`config.mk`:
```
export PLATFORM = sky130hd
export DESIGN_NAME = lpsdram_command_and_lane_port
export DESIGN_NICKNAME = d
export VERILOG_FILES = /design/src/common/lpsdram_port_pkg.sv /design/src/hdl/lane_fifo.sv /design/src/hdl/lpsdram_command_and_lane_port.sv
export SDC_FILE = /design/constraint.sdc
export NUM_CORES = 1
export LEC_CHECK = 0
export BUFFER_PORTS_ARGS = -buffer_cell sky130_fd_sc_hd__buf_2
export CAP_MARGIN = 20
export CELL_PAD_IN_SITES_DETAIL_PLACEMENT = 1
export CELL_PAD_IN_SITES_GLOBAL_PLACEMENT = 1
export CORE_MARGIN = 2
export CORE_UTILIZATION = 54
export DETAILED_ROUTE_END_ITERATION = 8
export PLACE_DENSITY_LB_ADDON = 0.1
export SYNTH_ARGS = -nofsm -noshare
export SYNTH_HDL_FRONTEND = slang
export SYNTH_SLANG_ARGS = --single-unit
```
`constraint.sdc`:
```
create_clock -name sys_clk_i -period 4.2 [get_ports sys_clk_i]
set_input_delay 1.26 -clock sys_clk_i [delete_from_list [all_inputs] [get_ports sys_clk_i]]
set_output_delay 1.26 -clock sys_clk_i [all_outputs]
set_load 0.01 [all_outputs]
```
`src/common/lpsdram_port_pkg.sv`:
```
/*
 * constants and types for the low-power SDRAM command and lane port.
 * assumes a single system clock; the memory clock arrives as a pin and is
 * sampled by the system clock.
 */
// Operation
// - sample strobes, selects, bank, address, clock enable at memory clock rise
// - die select low means the die is addressed and takes the command
// - die select high: command ignored, running operation carries on
// - mask bit high: write byte not stored, read byte suppressed
// - mask bit one covers upper byte, bit zero covers lower byte
// - strobes driven by device on reads, by controller on writes
// - strobe one times upper byte, strobe zero times lower byte
// - clock enable low makes the next edge invalid and suspends the die
// - two-bit bank select picks one of four banks per command
package lpsdram_port_pkg;
	localparam int ADDR_W = 13;
	localparam int DATA_W = 16;
	localparam int LANES = 2;
	localparam int LANE_W = 8;
	localparam int BANKS = 4;
	localparam int DIES = 2;
	localparam int FIFO_DEPTH = 8;
	localparam int WORD_W = DATA_W + LANES;
	localparam int CMD_W = 3 + 2 + ADDR_W + 1;

	typedef enum logic [2:0] {
		CMD_NOP = 3'h0,
		CMD_ACTIVATE = 3'h1,
		CMD_READ = 3'h2,
		CMD_WRITE = 3'h3,
		CMD_PRECHARGE = 3'h4,
		CMD_REFRESH = 3'h5,
		CMD_MODE = 3'h6,
		CMD_BURST_STOP = 3'h7
	} cmd_t;
endpackage

```
`src/hdl/lane_fifo.sv`:
```
/*
 * small synchronous fifo with valid and ready on both sides.
 * assumes one clock and an asynchronous active-low reset.
 */
`timescale 1ns/1ns
`default_nettype none
module lane_fifo #(
	parameter int WIDTH = 18,
	parameter int DEPTH = 8
) (
	input wire logic sys_clk_i,
	input wire logic nrst_i,
	input wire logic in_valid_i,
	output logic in_ready_o,
	input wire logic [WIDTH-1:0] in_data_i,
	output logic out_valid_o,
	input wire logic out_ready_i,
	output logic [WIDTH-1:0] out_data_o
);
	localparam int AW = $clog2(DEPTH);
	logic [WIDTH-1:0] mem_ff [DEPTH];
	logic [AW-1:0] wr_ptr_ff, nxt_wr_ptr, rd_ptr_ff, nxt_rd_ptr;
	logic [AW:0] count_ff, nxt_count;
	logic push, pop;

	assign in_ready_o = (count_ff != (AW+1)'(DEPTH));
	assign out_valid_o = (count_ff != '0);
	assign push = in_valid_i && in_ready_o;
	assign pop = out_valid_o && out_ready_i;
	assign out_data_o = mem_ff[rd_ptr_ff];

	always_comb begin
		nxt_wr_ptr = wr_ptr_ff;
		nxt_rd_ptr = rd_ptr_ff;
		nxt_count = count_ff;
		if (push) begin
			nxt_wr_ptr = (wr_ptr_ff == AW'(DEPTH-1)) ? '0 : wr_ptr_ff + 1'b1;
		end
		if (pop) begin
			nxt_rd_ptr = (rd_ptr_ff == AW'(DEPTH-1)) ? '0 : rd_ptr_ff + 1'b1;
		end
		if (push && !pop) begin
			nxt_count = count_ff + 1'b1;
		end else if (pop && !push) begin
			nxt_count = count_ff - 1'b1;
		end
	end

	always_ff @(posedge sys_clk_i or negedge nrst_i) begin
		if (!nrst_i) begin
			wr_ptr_ff <= '0;
			rd_ptr_ff <= '0;
			count_ff <= '0;
		end else begin
			wr_ptr_ff <= nxt_wr_ptr;
			rd_ptr_ff <= nxt_rd_ptr;
			count_ff <= nxt_count;
		end
	end

	// storage has no reset; only pointers and count are control state
	always_ff @(posedge sys_clk_i) begin
		if (push) begin
			mem_ff[wr_ptr_ff] <= in_data_i;
		end
	end
endmodule
`default_nettype wire

```
`src/hdl/lpsdram_command_and_lane_port.sv`:
```
/*
 * command capture and byte-lane qualification for one low-power SDRAM die
 * slot pair. holds pin synchronisers, memory clock edge finder, command
 * decode, bank tracking shared by both dies, write lane fifo and read lane drive.
 * assumes the memory clock is much slower than sys_clk_i (160 ns against
 * 20 ns), so each memory clock half period spans several system cycles.
 */
`timescale 1ns/1ns
`default_nettype none
module lpsdram_command_and_lane_port
(
	input wire logic sys_clk_i,
	input wire logic nrst_i,
	input wire logic mem_clk_i,
	input wire logic clk_en_i,
	input wire logic [lpsdram_port_pkg::DIES-1:0] die_sel_n_i,
	input wire logic row_strobe_n_i,
	input wire logic col_strobe_n_i,
	input wire logic write_strobe_n_i,
	input wire logic [1:0] bank_i,
	input wire logic [lpsdram_port_pkg::ADDR_W-1:0] addr_i,
	input wire logic [lpsdram_port_pkg::LANES-1:0] lane_mask_i,
	input wire logic [lpsdram_port_pkg::DATA_W-1:0] dq_i,
	output logic [lpsdram_port_pkg::DATA_W-1:0] dq_o,
	output logic [lpsdram_port_pkg::LANES-1:0] dq_oe_o,
	input wire logic upper_lane_strobe_i,
	output logic upper_lane_strobe_o,
	output logic upper_lane_strobe_oe_o,
	input wire logic lower_lane_strobe_i,
	output logic lower_lane_strobe_o,
	output logic lower_lane_strobe_oe_o,
	output logic cmd_valid_o,
	output lpsdram_port_pkg::cmd_t cmd_o,
	output logic [lpsdram_port_pkg::DIES-1:0] cmd_die_o,
	output logic [1:0] cmd_bank_o,
	output logic [lpsdram_port_pkg::ADDR_W-1:0] cmd_addr_o,
	output logic [lpsdram_port_pkg::BANKS-1:0] bank_open_o,
	output logic suspended_o,
	output logic wr_valid_o,
	input wire logic wr_ready_i,
	output logic [lpsdram_port_pkg::DATA_W-1:0] wr_data_o,
	output logic [lpsdram_port_pkg::LANES-1:0] wr_lane_en_o,
	output logic wr_overflow_o,
	input wire logic rd_valid_i,
	input wire logic [lpsdram_port_pkg::DATA_W-1:0] rd_data_i
);
	import lpsdram_port_pkg::*;

	//==========================================================
	// pin synchronisers
	//==========================================================
	localparam int SYNC_W = 1 + 1 + DIES + 3 + 2 + ADDR_W + LANES + DATA_W + 2;
	logic [SYNC_W-1:0] pin_raw, meta_ff, pin_ff;
	assign pin_raw = {mem_clk_i, clk_en_i, die_sel_n_i, row_strobe_n_i,
		col_strobe_n_i, write_strobe_n_i, bank_i, addr_i, lane_mask_i, dq_i,
		upper_lane_strobe_i, lower_lane_strobe_i};
	logic s_clk, s_cke, s_ras_n, s_cas_n, s_we_n, s_ustb, s_lstb;
	logic [DIES-1:0] s_sel_n;
	logic [1:0] s_bank;
	logic [ADDR_W-1:0] s_addr;
	logic [LANES-1:0] s_mask;
	logic [DATA_W-1:0] s_dq;
	assign {s_clk, s_cke, s_sel_n, s_ras_n, s_cas_n, s_we_n, s_bank, s_addr,
		s_mask, s_dq, s_ustb, s_lstb} = pin_ff;
	always_ff @(posedge sys_clk_i or negedge nrst_i) begin
		if (!nrst_i) begin
			meta_ff <= '0;
			pin_ff <= '0;
		end else begin
			meta_ff <= pin_raw;
			pin_ff <= meta_ff;
		end
	end

	//==========================================================
	// memory clock edge finder and clock enable
	//==========================================================
	logic clk_d_ff, cke_d_ff, nxt_cke, mem_rise, edge_ok;
	logic [LANES-1:0] stb_d_ff, stb_rise;
	assign mem_rise = s_clk && !clk_d_ff;
	// clock enable seen at the previous edge qualifies this one
	assign edge_ok = mem_rise && cke_d_ff;
	assign stb_rise = {s_ustb, s_lstb} & ~stb_d_ff;
	assign nxt_cke = mem_rise ? s_cke : cke_d_ff;
	always_ff @(posedge sys_clk_i or negedge nrst_i) begin
		if (!nrst_i) begin
			clk_d_ff <= 1'b0;
			cke_d_ff <= 1'b0;
			stb_d_ff <= '0;
		end else begin
			clk_d_ff <= s_clk;
			cke_d_ff <= nxt_cke;
			stb_d_ff <= {s_ustb, s_lstb};
		end
	end
	assign suspended_o = !cke_d_ff;
	//==========================================================
	// command decode
	//==========================================================
	cmd_t nxt_cmd, cmd_ff;
	logic nxt_cmd_valid, cmd_valid_ff;
	logic [DIES-1:0] nxt_die, die_ff;
	logic [1:0] nxt_cbank, cbank_ff;
	logic [ADDR_W-1:0] nxt_caddr, caddr_ff;
	cmd_t decoded;
	always_comb begin
		// customary low-power SDRAM truth table on row, column, write
		unique case ({s_ras_n, s_cas_n, s_we_n})
			3'h7: decoded = CMD_NOP;
			3'h3: decoded = CMD_ACTIVATE;
			3'h5: decoded = CMD_READ;
			3'h4: decoded = CMD_WRITE;
			3'h2: decoded = CMD_PRECHARGE;
			3'h1: decoded = CMD_REFRESH;
			3'h0: decoded = CMD_MODE;
			3'h6: decoded = CMD_BURST_STOP;
		endcase
	end
	always_comb begin
		nxt_cmd_valid = 1'b0;
		nxt_cmd = cmd_ff;
		nxt_die = die_ff;
		nxt_cbank = cbank_ff;
		nxt_caddr = caddr_ff;
		// bit one selects die two, bit zero die one; unused select is inert
		if (edge_ok && (s_sel_n != {DIES{1'b1}})) begin
			nxt_cmd_valid = (decoded != CMD_NOP);
			nxt_cmd = decoded;
			nxt_die = ~s_sel_n;
			nxt_cbank = s_bank;
			nxt_caddr = s_addr;
		end
	end
	always_ff @(posedge sys_clk_i or negedge nrst_i) begin
		if (!nrst_i) begin
			cmd_valid_ff <= 1'b0;
			cmd_ff <= CMD_NOP;
			die_ff <= '0;
			cbank_ff <= '0;
			caddr_ff <= '0;
		end else begin
			cmd_valid_ff <= nxt_cmd_valid;
			cmd_ff <= nxt_cmd;
			die_ff <= nxt_die;
			cbank_ff <= nxt_cbank;
			caddr_ff <= nxt_caddr;
		end
	end
	assign cmd_valid_o = cmd_valid_ff;
	assign cmd_o = cmd_ff;
	assign cmd_die_o = die_ff;
	assign cmd_bank_o = cbank_ff;
	assign cmd_addr_o = caddr_ff;

	//==========================================================
	// open bank tracking; in-flight state survives deselect
	//==========================================================
	logic [BANKS-1:0] open_ff, nxt_open;
	always_comb begin
		nxt_open = open_ff;
		if (cmd_valid_ff) begin
			unique case (cmd_ff)
				CMD_ACTIVATE: nxt_open[cbank_ff] = 1'b1;
				CMD_PRECHARGE: begin
					// address bit ten set means all banks
					if (caddr_ff[10]) begin
						nxt_open = '0;
					end else begin
						nxt_open[cbank_ff] = 1'b0;
					end
				end
				CMD_REFRESH, CMD_MODE: nxt_open = '0;
				default: nxt_open = open_ff;
			endcase
		end
	end
	always_ff @(posedge sys_clk_i or negedge nrst_i) begin
		if (!nrst_i) begin
			open_ff <= '0;
		end else begin
			open_ff <= nxt_open;
		end
	end
	assign bank_open_o = open_ff;

	//==========================================================
	// transfer direction
	//==========================================================
	logic wr_mode_ff, nxt_wr_mode, rd_mode_ff, nxt_rd_mode;
	always_comb begin
		nxt_wr_mode = wr_mode_ff;
		nxt_rd_mode = rd_mode_ff;
		if (cmd_valid_ff) begin
			nxt_wr_mode = (cmd_ff == CMD_WRITE);
			nxt_rd_mode = (cmd_ff == CMD_READ);
		end
	end
	always_ff @(posedge sys_clk_i or negedge nrst_i) begin
		if (!nrst_i) begin
			wr_mode_ff <= 1'b0;
			rd_mode_ff <= 1'b0;
		end else begin
			wr_mode_ff <= nxt_wr_mode;
			rd_mode_ff <= nxt_rd_mode;
		end
	end

	//==========================================================
	// write lanes: strobe edge captures its own byte and mask
	//==========================================================
	logic [DATA_W-1:0] wbuf_ff, nxt_wbuf;
	logic [LANES-1:0] wen_ff, nxt_wen, got_ff, nxt_got;
	logic push_ff, nxt_push, ovf_ff, nxt_ovf, fifo_in_ready;
	logic [WORD_W-1:0] fifo_out;
	always_comb begin
		nxt_wbuf = wbuf_ff;
		nxt_wen = wen_ff;
		nxt_got = push_ff ? '0 : got_ff;
		nxt_push = 1'b0;
		nxt_ovf = ovf_ff;
		for (int l = 0; l < LANES; l++) begin
			// strobe l times byte l; mask l kills that byte only
			if (wr_mode_ff && stb_rise[l]) begin
				nxt_wbuf[l*LANE_W +: LANE_W] = s_dq[l*LANE_W +: LANE_W];
				nxt_wen[l] = !s_mask[l];
				nxt_got[l] = 1'b1;
			end
		end
		if (nxt_got == {LANES{1'b1}} && !push_ff) begin
			nxt_push = 1'b1;
		end
		// the pins cannot be stalled, so a full fifo drops and flags
		if (push_ff && !fifo_in_ready) begin
			nxt_ovf = 1'b1;
		end
	end
	always_ff @(posedge sys_clk_i or negedge nrst_i) begin
		if (!nrst_i) begin
			wbuf_ff <= '0;
			wen_ff <= '0;
			got_ff <= '0;
			push_ff <= 1'b0;
			ovf_ff <= 1'b0;
		end else begin
			wbuf_ff <= nxt_wbuf;
			wen_ff <= nxt_wen;
			got_ff <= nxt_got;
			push_ff <= nxt_push;
			ovf_ff <= nxt_ovf;
		end
	end
	assign wr_overflow_o = ovf_ff;

	lane_fifo #(
		.WIDTH(WORD_W),
		.DEPTH(FIFO_DEPTH)
	) u_wr_fifo (
		.sys_clk_i(sys_clk_i),
		.nrst_i(nrst_i),
		.in_valid_i(push_ff),
		.in_ready_o(fifo_in_ready),
		.in_data_i({wen_ff, wbuf_ff}),
		.out_valid_o(wr_valid_o),
		.out_ready_i(wr_ready_i),
		.out_data_o(fifo_out)
	);
	assign {wr_lane_en_o, wr_data_o} = fifo_out;

	//==========================================================
	// read lanes: device drives strobes and unmasked bytes
	//==========================================================
	logic [DATA_W-1:0] dq_ff, nxt_dq;
	logic [LANES-1:0] dq_oe_ff, nxt_dq_oe;
	logic stb_oe_ff, nxt_stb_oe, stb_ff, nxt_stb;
	always_comb begin
		nxt_dq = dq_ff;
		nxt_dq_oe = '0;
		nxt_stb_oe = rd_mode_ff && rd_valid_i;
		nxt_stb = nxt_stb_oe && s_clk;
		if (rd_mode_ff && rd_valid_i) begin
			nxt_dq = rd_data_i;
			nxt_dq_oe = ~s_mask;
		end
	end
	always_ff @(posedge sys_clk_i or negedge nrst_i) begin
		if (!nrst_i) begin
			dq_ff <= '0;
			dq_oe_ff <= '0;
			stb_oe_ff <= 1'b0;
			stb_ff <= 1'b0;
		end else begin
			dq_ff <= nxt_dq;
			dq_oe_ff <= nxt_dq_oe;
			stb_oe_ff <= nxt_stb_oe;
			stb_ff <= nxt_stb;
		end
	end
	assign dq_o = dq_ff;
	assign dq_oe_o = dq_oe_ff;
	// both strobes share one timing; each still belongs to its own byte
	assign upper_lane_strobe_o = stb_ff;
	assign lower_lane_strobe_o = stb_ff;
	assign upper_lane_strobe_oe_o = stb_oe_ff;
	assign lower_lane_strobe_oe_o = stb_oe_ff;
endmodule
`default_nettype wire

```
==> run_results.csv, run 1 <==
group,metric,value,unit
critical_path,cp-end-kind,"output pin",
yosys,yosys.area.top_type,"edfxtp_1",
global_routing,overflow,0,
timing,setup_slack,0.354,ns
placed_design,place_congestion,0.703,
critical_path,cp_slowest_cell,"dfrtp_2",
critical_path,max_stage_delay,0.68,ns
critical_path,worstSetupStartpointType,"flip-flop",
detailed_routing,drc_errors,0,
yosys,seq_area_frac_synth,76.7,%
clocking,htreeDepth,1,
floorplan,std_cell_rows,52,
placed_design,dp_slack,0.865,ns
yosys,synth.avg_cell_area,20.3,um^2
timing,setup_viol,0,
hold_path,hp-class,"flip-flop to flip-flop",
detailed_routing,ant_nets,0,
finish,num-nets-final,770,
floorplan,die_area,21700,um^2
yosys,async_flop_share,53.7,%
clocking,cts_buffer_depth,3,
yosys,synth_edf_count,144,
power_and_ir_drop,power_density,666,nW/um^2
critical_path,required,2.94,ns
finish,syn2layout_area_growth,18.5,%
global_routing,grt_max_degree,77,
timing,hold_viol,0,
power_and_ir_drop,leakage,0.00541,uW
global_routing,grt_pass1_vias,6153,
yosys,synth_area,11100,um^2
floorplan,core,20200,um^2
global_routing,grt_use_total,20.8,%
detailed_routing,viasPerCell,5.44,
yosys,synthTopCellsByCount,"167 x dfrtp_1, 144 x edfxtp_1, 47 x mux2_2",
global_routing,grt_antenna_before_repair,1,
yosys,synth.area.top_cells,"edfxtp_1 39%, dfrtp_1 38%, mux4_2 5.1%, mux2_2 4.8%, mux4_1 2.6%",
run_status,status,"completed",
yosys,synth.distinct_cells,44,
timing,max_freq,0.260,GHz
finish,drive_gt1_share,39.3,%
detailed_routing,dr.pass1.iters,4,
floorplan,die_h,147,um
timing,final.period_utilization,91.6,%
clocking,clk_pin_slew,0.06,ns
critical_path,arrival,2.59,ns
floorplan,io_pins,130,
job,maxCapViolations,0,
placed_design,port_buffers,129,
clocking,cts_resized,0,
clocking,clkSinkCount,311,
critical_path,crit_chain,"buf_12, mux4_1, mux2_4, buf_2",
timing,finalSetupTns,0,ns
yosys,synthesis.nets,615,
critical_path,regToRegSetupSlack,1.20,ns
timing,min_period,3.85,ns
power_and_ir_drop,p_int,6310,uW
power_and_ir_drop,pwr-share-comb,22.0,%
yosys,ys_ff_latch,311,
critical_path,path_max_fanout,24,
clocking,cts_made_buffers,31,
yosys,syn_inst,545,
detailed_routing,post_drt_wl_per_cell,21.8,um
yosys,synth-main-ff-cell,"dfrtp_1",
clocking,clock_latency,0.55,ns
detailed_routing,drtIter0Drc,220,
clocking,postCtsSetupRepairBufs,0,
yosys,synthMostInstantiatedCell,"dfrtp_1",
clocking,holdBufCountCts,0,
yosys,yosys_warnings,0,
power_and_ir_drop,switching_share,27.8,%
power_and_ir_drop,p_sw,2430,uW
floorplan,dieWidth,147,um
power_and_ir_drop,p_seq_share,47.9,%
timing,skew,0.0268,ns
global_routing,grt_pass1_wl,34.3,mm
timing,rsz0062_at_grt,"no",
timing,slew_headroom,30.9,%
clocking,root_buffer,"clkbuf_16",
critical_path,criticalPathCategory,"flip-flop to output pin",
power_and_ir_drop,p_clk_share,30.1,%
floorplan,start_util,55.0,%
placed_design,place_hpwl,13.5,mm
detailed_routing,vias,5415,
timing,slew_viol_final,0,
timing,worst_slew_pin_slew,1.04,ns
yosys,yosysTopAreaCellShare,39.0,%
power_and_ir_drop,ir_drop,0.000386,V
detailed_routing,routed_wl,21.7,mm
clocking,cts_tree,"done",
## layer usage
metal / GRT usage [%] / vias to the layer above / share of wire, %
li1: - / 2386 / -
met3: 4.81 / 27 / 6.3
met2: 37.3 / 158 / 53
met1: 26.0 / 2844 / 40
met4: 4.71 / 0 / 1.4
met5: 0 / - / 0
## through the flow
| step | instances | hold WS, ns | utilization, % | area [um^2] | power [uW] |
|---|---|---|---|---|---|
| detailed placement | 936 | 0.336 | 60.1 | 12100 | 6190 |
| finish | 996 | 0.333 | 65.1 | 13100 | 8740 |
| floorplan | 545 | 0.331 | - | 11100 | 5440 |
| CTS | 994 | 0.334 | 65.0 | 13100 | 8850 |
| global placement | 934 | 0.332 | 60.0 | 12100 | 6030 |
| global route | 995 | 0.338 | 65.1 | 13100 | 9150 |
## worst paths after layout
path | startpoint | to | depth (start not counted)
worst min register to register | meta_ff[10]$_DFF_PN0_ | pin_ff[10]$_DFF_PN0_ | 0
min in group asynchronous | nrst_i | meta_ff[22]$_DFF_PN0_ | 1
worst max register to register | u_wr_fifo.count_ff[0]$_DFFE_PN0P_ | u_wr_fifo.count_ff[3]$_DFFE_PN0P_ | 9
worst max-delay path | u_wr_fifo.rd_ptr_ff[0]$_DFFE_PN0P_ | wr_data_o[10] | 4
max in group asynchronous | nrst_i | wbuf_ff[6]$_DFFE_PN0P_ | 2
worst min-delay path | meta_ff[10]$_DFF_PN0_ | pin_ff[10]$_DFF_PN0_ | 0
## placed cells by master (no fill, tap or decap), types with 3 or more instances in the layout
cell type | netlist | routed
a32o_1 | 4 | 4
buf_2 | 9 | 128
buf_4 | 2 | 9
clkbuf_1 | 4 | 10
clkbuf_16 | 0 | 32
clkbuf_8 | 0 | 4
clkinv_1 | 0 | 5
clkinv_2 | 0 | 4
dfrtp_1 | 167 | 165
edfxtp_1 | 144 | 144
ha_1 | 7 | 7
inv_1 | 13 | 13
mux2_1 | 10 | 10
mux2_2 | 47 | 47
mux2_4 | 18 | 18
mux2i_1 | 5 | 5
mux4_1 | 11 | 11
mux4_2 | 25 | 25
nand2_1 | 10 | 10
nand3_1 | 4 | 4
nand3b_1 | 3 | 3
nor2_1 | 9 | 9
nor2b_1 | 3 | 3
nor3_4 | 0 | 4
o2111ai_1 | 4 | 4
o21ai_0 | 8 | 8
## power groups by stage
stage	combinational [uW]	clock (uW)	sequential [uW]
final	1920	2630	4190
after global routing	2080	2810	4260
after CTS	1970	2690	4200
after detailed placement	1950	0	4240
after global placement	1840	0	4190
after floorplan	1360	0	4080
## critical path: cells and delay by family (launching register included)
family | cells | cell delay, ns
flip-flops | 1 | 0.68
buffers and inverters | 2 | 0.43
multiplexers | 2 | 0.91
## state kept, by name, indices dropped and copies added, names as in the netlist, 2 cells and up
signal,flops
meta_ff,42
bank_open_o,4
cmd_die_o,2
dq_o,16
u_wr_fifo.wr_ptr_ff,3
stb_d_ff,2
dq_oe_o,2
u_wr_fifo.count_ff,4
cmd_addr_o,13
wen_ff,2
pin_ff,42
wbuf_ff,16
u_wr_fifo.mem_ff,144
got_ff,2
cmd_bank_o,2
cmd_o,3
u_wr_fifo.rd_ptr_ff,3
## final cells by class
| type | instances | area (um^2) |
|---|---|---|
| Clock buffer | 46 | 893 |
| Fill cell | 1731 | 7040 |
| Antenna cell | 1 | 2.50 |
| Inverter | 13 | 48.8 |
| Clock inverter | 12 | 93.8 |
| Multi-Input combinational cell | 201 | 2450 |
| Timing Repair Buffer | 142 | 802 |
| Tap cell | 270 | 338 |
| Sequential cell | 311 | 8510 |
## logic make-up (layout without fill, tap and decap cells)
| family | count (synthesis) | count (layout) | share of synthesized area, % |
|---|---|---|---|
| DFF | 311 | 311 | 76.7 |
| muxes | 116 | 116 | 16.4 |
| and+or+nand+nor | 51 | 51 | 2.55 |
| buffers and inverters | 33 | 213 | 1.65 |
| AOI/OAI and AO/OA | 23 | 23 | 1.51 |
| adders and majority gates | 8 | 8 | 0.971 |
| xor gates and xnor gates | 3 | 3 | 0.237 |
| other | 0 | 1 | 0 |
(Power assumes the default switching activity.)
==> run 2, diff against run 1 <==
--- a/config.mk
+++ b/config.mk
@@ -12,6 +12,7 @@
 export CORE_MARGIN = 2
 export CORE_UTILIZATION = 54
 export DETAILED_ROUTE_END_ITERATION = 8
+export MAX_ROUTING_LAYER = met4
 export PLACE_DENSITY_LB_ADDON = 0.1
 export SYNTH_ARGS = -nofsm -noshare
 export SYNTH_HDL_FRONTEND = slang
==> run_results.csv, run 2 (synthesis gave the netlist of run 1 again) <==
group,metric,value,unit
run_status,status,"completed",
critical_path,r2r_end,"u_wr_fifo.count_ff[3]$_DFFE_PN0P_",
timing,finalSetupTns,0,ns
timing,setup_viol,0,
critical_path,r2r-start,"u_wr_fifo.count_ff[0]$_DFFE_PN0P_",
global_routing,grt_pass1_wl,34.3,mm
clocking,cts_buffer_depth,3,
job,maxCapViolations,0,
timing,rsz0062_at_grt,"no",
critical_path,max_stage_delay,0.69,ns
critical_path,regToRegSetupSlack,1.20,ns
critical_path,criticalPathCategory,"flip-flop to output pin",
power_and_ir_drop,ir_drop,0.000389,V
placed_design,placed_cells,936,
timing,slew_headroom,30.7,%
finish,largest_registers,"u_wr_fifo.mem_ff x144, meta_ff x42, pin_ff x42",
finish,design_area,13100,um^2
detailed_routing,ant_nets,0,
critical_path,crit_buf_inv,2,
detailed_routing,drc_errors,0,
critical_path,required,2.94,ns
detailed_routing,dr.pass1.iters,4,
critical_path,path_max_fanout,24,
global_routing,grt_max_degree,77,
power_and_ir_drop,leakage,0.00541,uW
floorplan,start_util,55.0,%
hold_path,hp-class,"flip-flop to flip-flop",
finish,mostFrequentLayoutCell,"dfrtp_1",
clocking,cts_made_buffers,31,
critical_path,crit_family,"multiplexers",
global_routing,grt_use_total,21.5,%
critical_path,cp_slowest_cell,"dfrtp_2",
clocking,postCtsSetupRepairBufs,0,
floorplan,die_h,147,um
placed_design,place_area,12100,um^2
clocking,htreeDepth,1,
detailed_routing,viasPerCell,5.41,
finish,num-nets-final,770,
timing,slew_viol_final,0,
global_routing,grt_use_met2,37.2,%
critical_path,cp.depth,4,
critical_path,cp-end-kind,"output pin",
global_routing,overflow,0,
global_routing,busiest_layer,"met2",
timing,min_period,3.85,ns
critical_path,worstSetupStartpointType,"flip-flop",
timing,skew,0.0271,ns
timing,final.period_utilization,91.6,%
global_routing,use_met1,26.5,%
floorplan,dieWidth,147,um
global_routing,grt.met3_usage,4.38,%
clocking,holdBufCountCts,0,
timing,hold_viol,0,
detailed_routing,vias,5392,
detailed_routing,drtIter0Drc,211,
critical_path,critical_path.endpoint,"wr_data_o[10]",
clocking,clk_pin_slew,0.06,ns
placed_design,place_hpwl,13.5,mm
timing,worst_slew_pin_slew,1.04,ns
detailed_routing,routed_wl,22.0,mm
placed_design,port_buffers,129,
critical_path,arrival,2.59,ns
finish,regMostFlops,"u_wr_fifo.mem_ff",
global_routing,grt_antenna_before_repair,1,
floorplan,io_pins,130,
critical_path,crit_chain,"buf_12, mux4_1, mux2_4, buf_2",
power_and_ir_drop,power_density,666,nW/um^2
placed_design,place_congestion,0.714,
floorplan,core,20200,um^2
detailed_routing,post_drt_wl_per_cell,22.1,um
timing,max_freq,0.260,GHz
finish,drive_gt1_share,39.3,%
clocking,root_buffer,"clkbuf_16",
finish,largest_register_ffs,144,
floorplan,std_cell_rows,52,
clocking,clkSinkCount,311,
finish,syn2layout_area_growth,18.5,%
global_routing,grt_pass1_vias,6137,
finish,final_cell_count_no_fill,996,
finish,final_cell_mix,"165 x dfrtp_1, 144 x edfxtp_1, 128 x buf_2",
floorplan,die_area,21700,um^2
clocking,clock_latency,0.56,ns
critical_path,critPathLaunch,"u_wr_fifo.rd_ptr_ff[0]$_DFFE_PN0P_",
clocking,cts_resized,0,
critical_path,r2r_cells,9,
clocking,cts_tree,"done",
-- run 2: cell counts in the layout (fill, tap and decap cells not counted) --
No cell type changed its count.
-- run 2: worst reg2reg max path: cells and delay by family (launching register included) --
family / cells / cell delay [ns]
compound gates: 2 / 0.21
fa+ha+maj: 2 / 0.59
flops: 1 / 0.45
simple gates: 3 / 1.37
buf+inv: 2 / 0.27
-- run 2: worst min-delay path by stage --
| stage | slack, ns | end | start | depth (start not counted) |
|---|---|---|---|---|
| after global routing | 0.34 | pin_ff[18]$_DFF_PN0_ | meta_ff[18]$_DFF_PN0_ | 0 |
| after detailed placement | 0.34 | pin_ff[29]$_DFF_PN0_ | meta_ff[29]$_DFF_PN0_ | 0 |
| after floorplan | 0.33 | pin_ff[0]$_DFF_PN0_ | meta_ff[0]$_DFF_PN0_ | 0 |
| final | 0.33 | pin_ff[10]$_DFF_PN0_ | meta_ff[10]$_DFF_PN0_ | 0 |
| after global placement | 0.33 | pin_ff[24]$_DFF_PN0_ | meta_ff[24]$_DFF_PN0_ | 0 |
| after CTS | 0.33 | pin_ff[18]$_DFF_PN0_ | meta_ff[18]$_DFF_PN0_ | 0 |
-- run 2: power breakdown --
| part | switching, uW | internal (uW) | total, uW |
|---|---|---|---|
| clock network | 1100 | 1530 | 2630 |
| logic | 857 | 1070 | 1930 |
| registers | 480 | 3710 | 4190 |
-- run 2: per-stage QoR --
step	hold slack (ns)	utilization (%)	power (uW)	setup slack (ns)
6_report	0.332	65.1	8750	0.354
5_1_grt	0.336	65.1	9160	0.227
4_1_cts	0.334	65.0	8850	0.302
3_5_place_dp	0.336	60.1	6190	0.865
3_3_place_gp	0.332	60.0	6030	0.966
2_1_floorplan	0.331	-	5440	1.28
-- run 2: per-layer routing --
layer,routed length (um),vias up
li1,-,2383
met1,8760,2823
met2,11600,158
met3,1280,28
met4,331,0
met5,0,-
-- run 2: area by class of cell --
cell class,count,area [um^2]
Sequential cell,311,8510
Fill cell,1731,7040
Multi-Input combinational cell,201,2450
Clock buffer,46,893
Timing Repair Buffer,142,802
Tap cell,270,338
Clock inverter,12,93.8
Inverter,13,48.8
Antenna cell,1,2.50
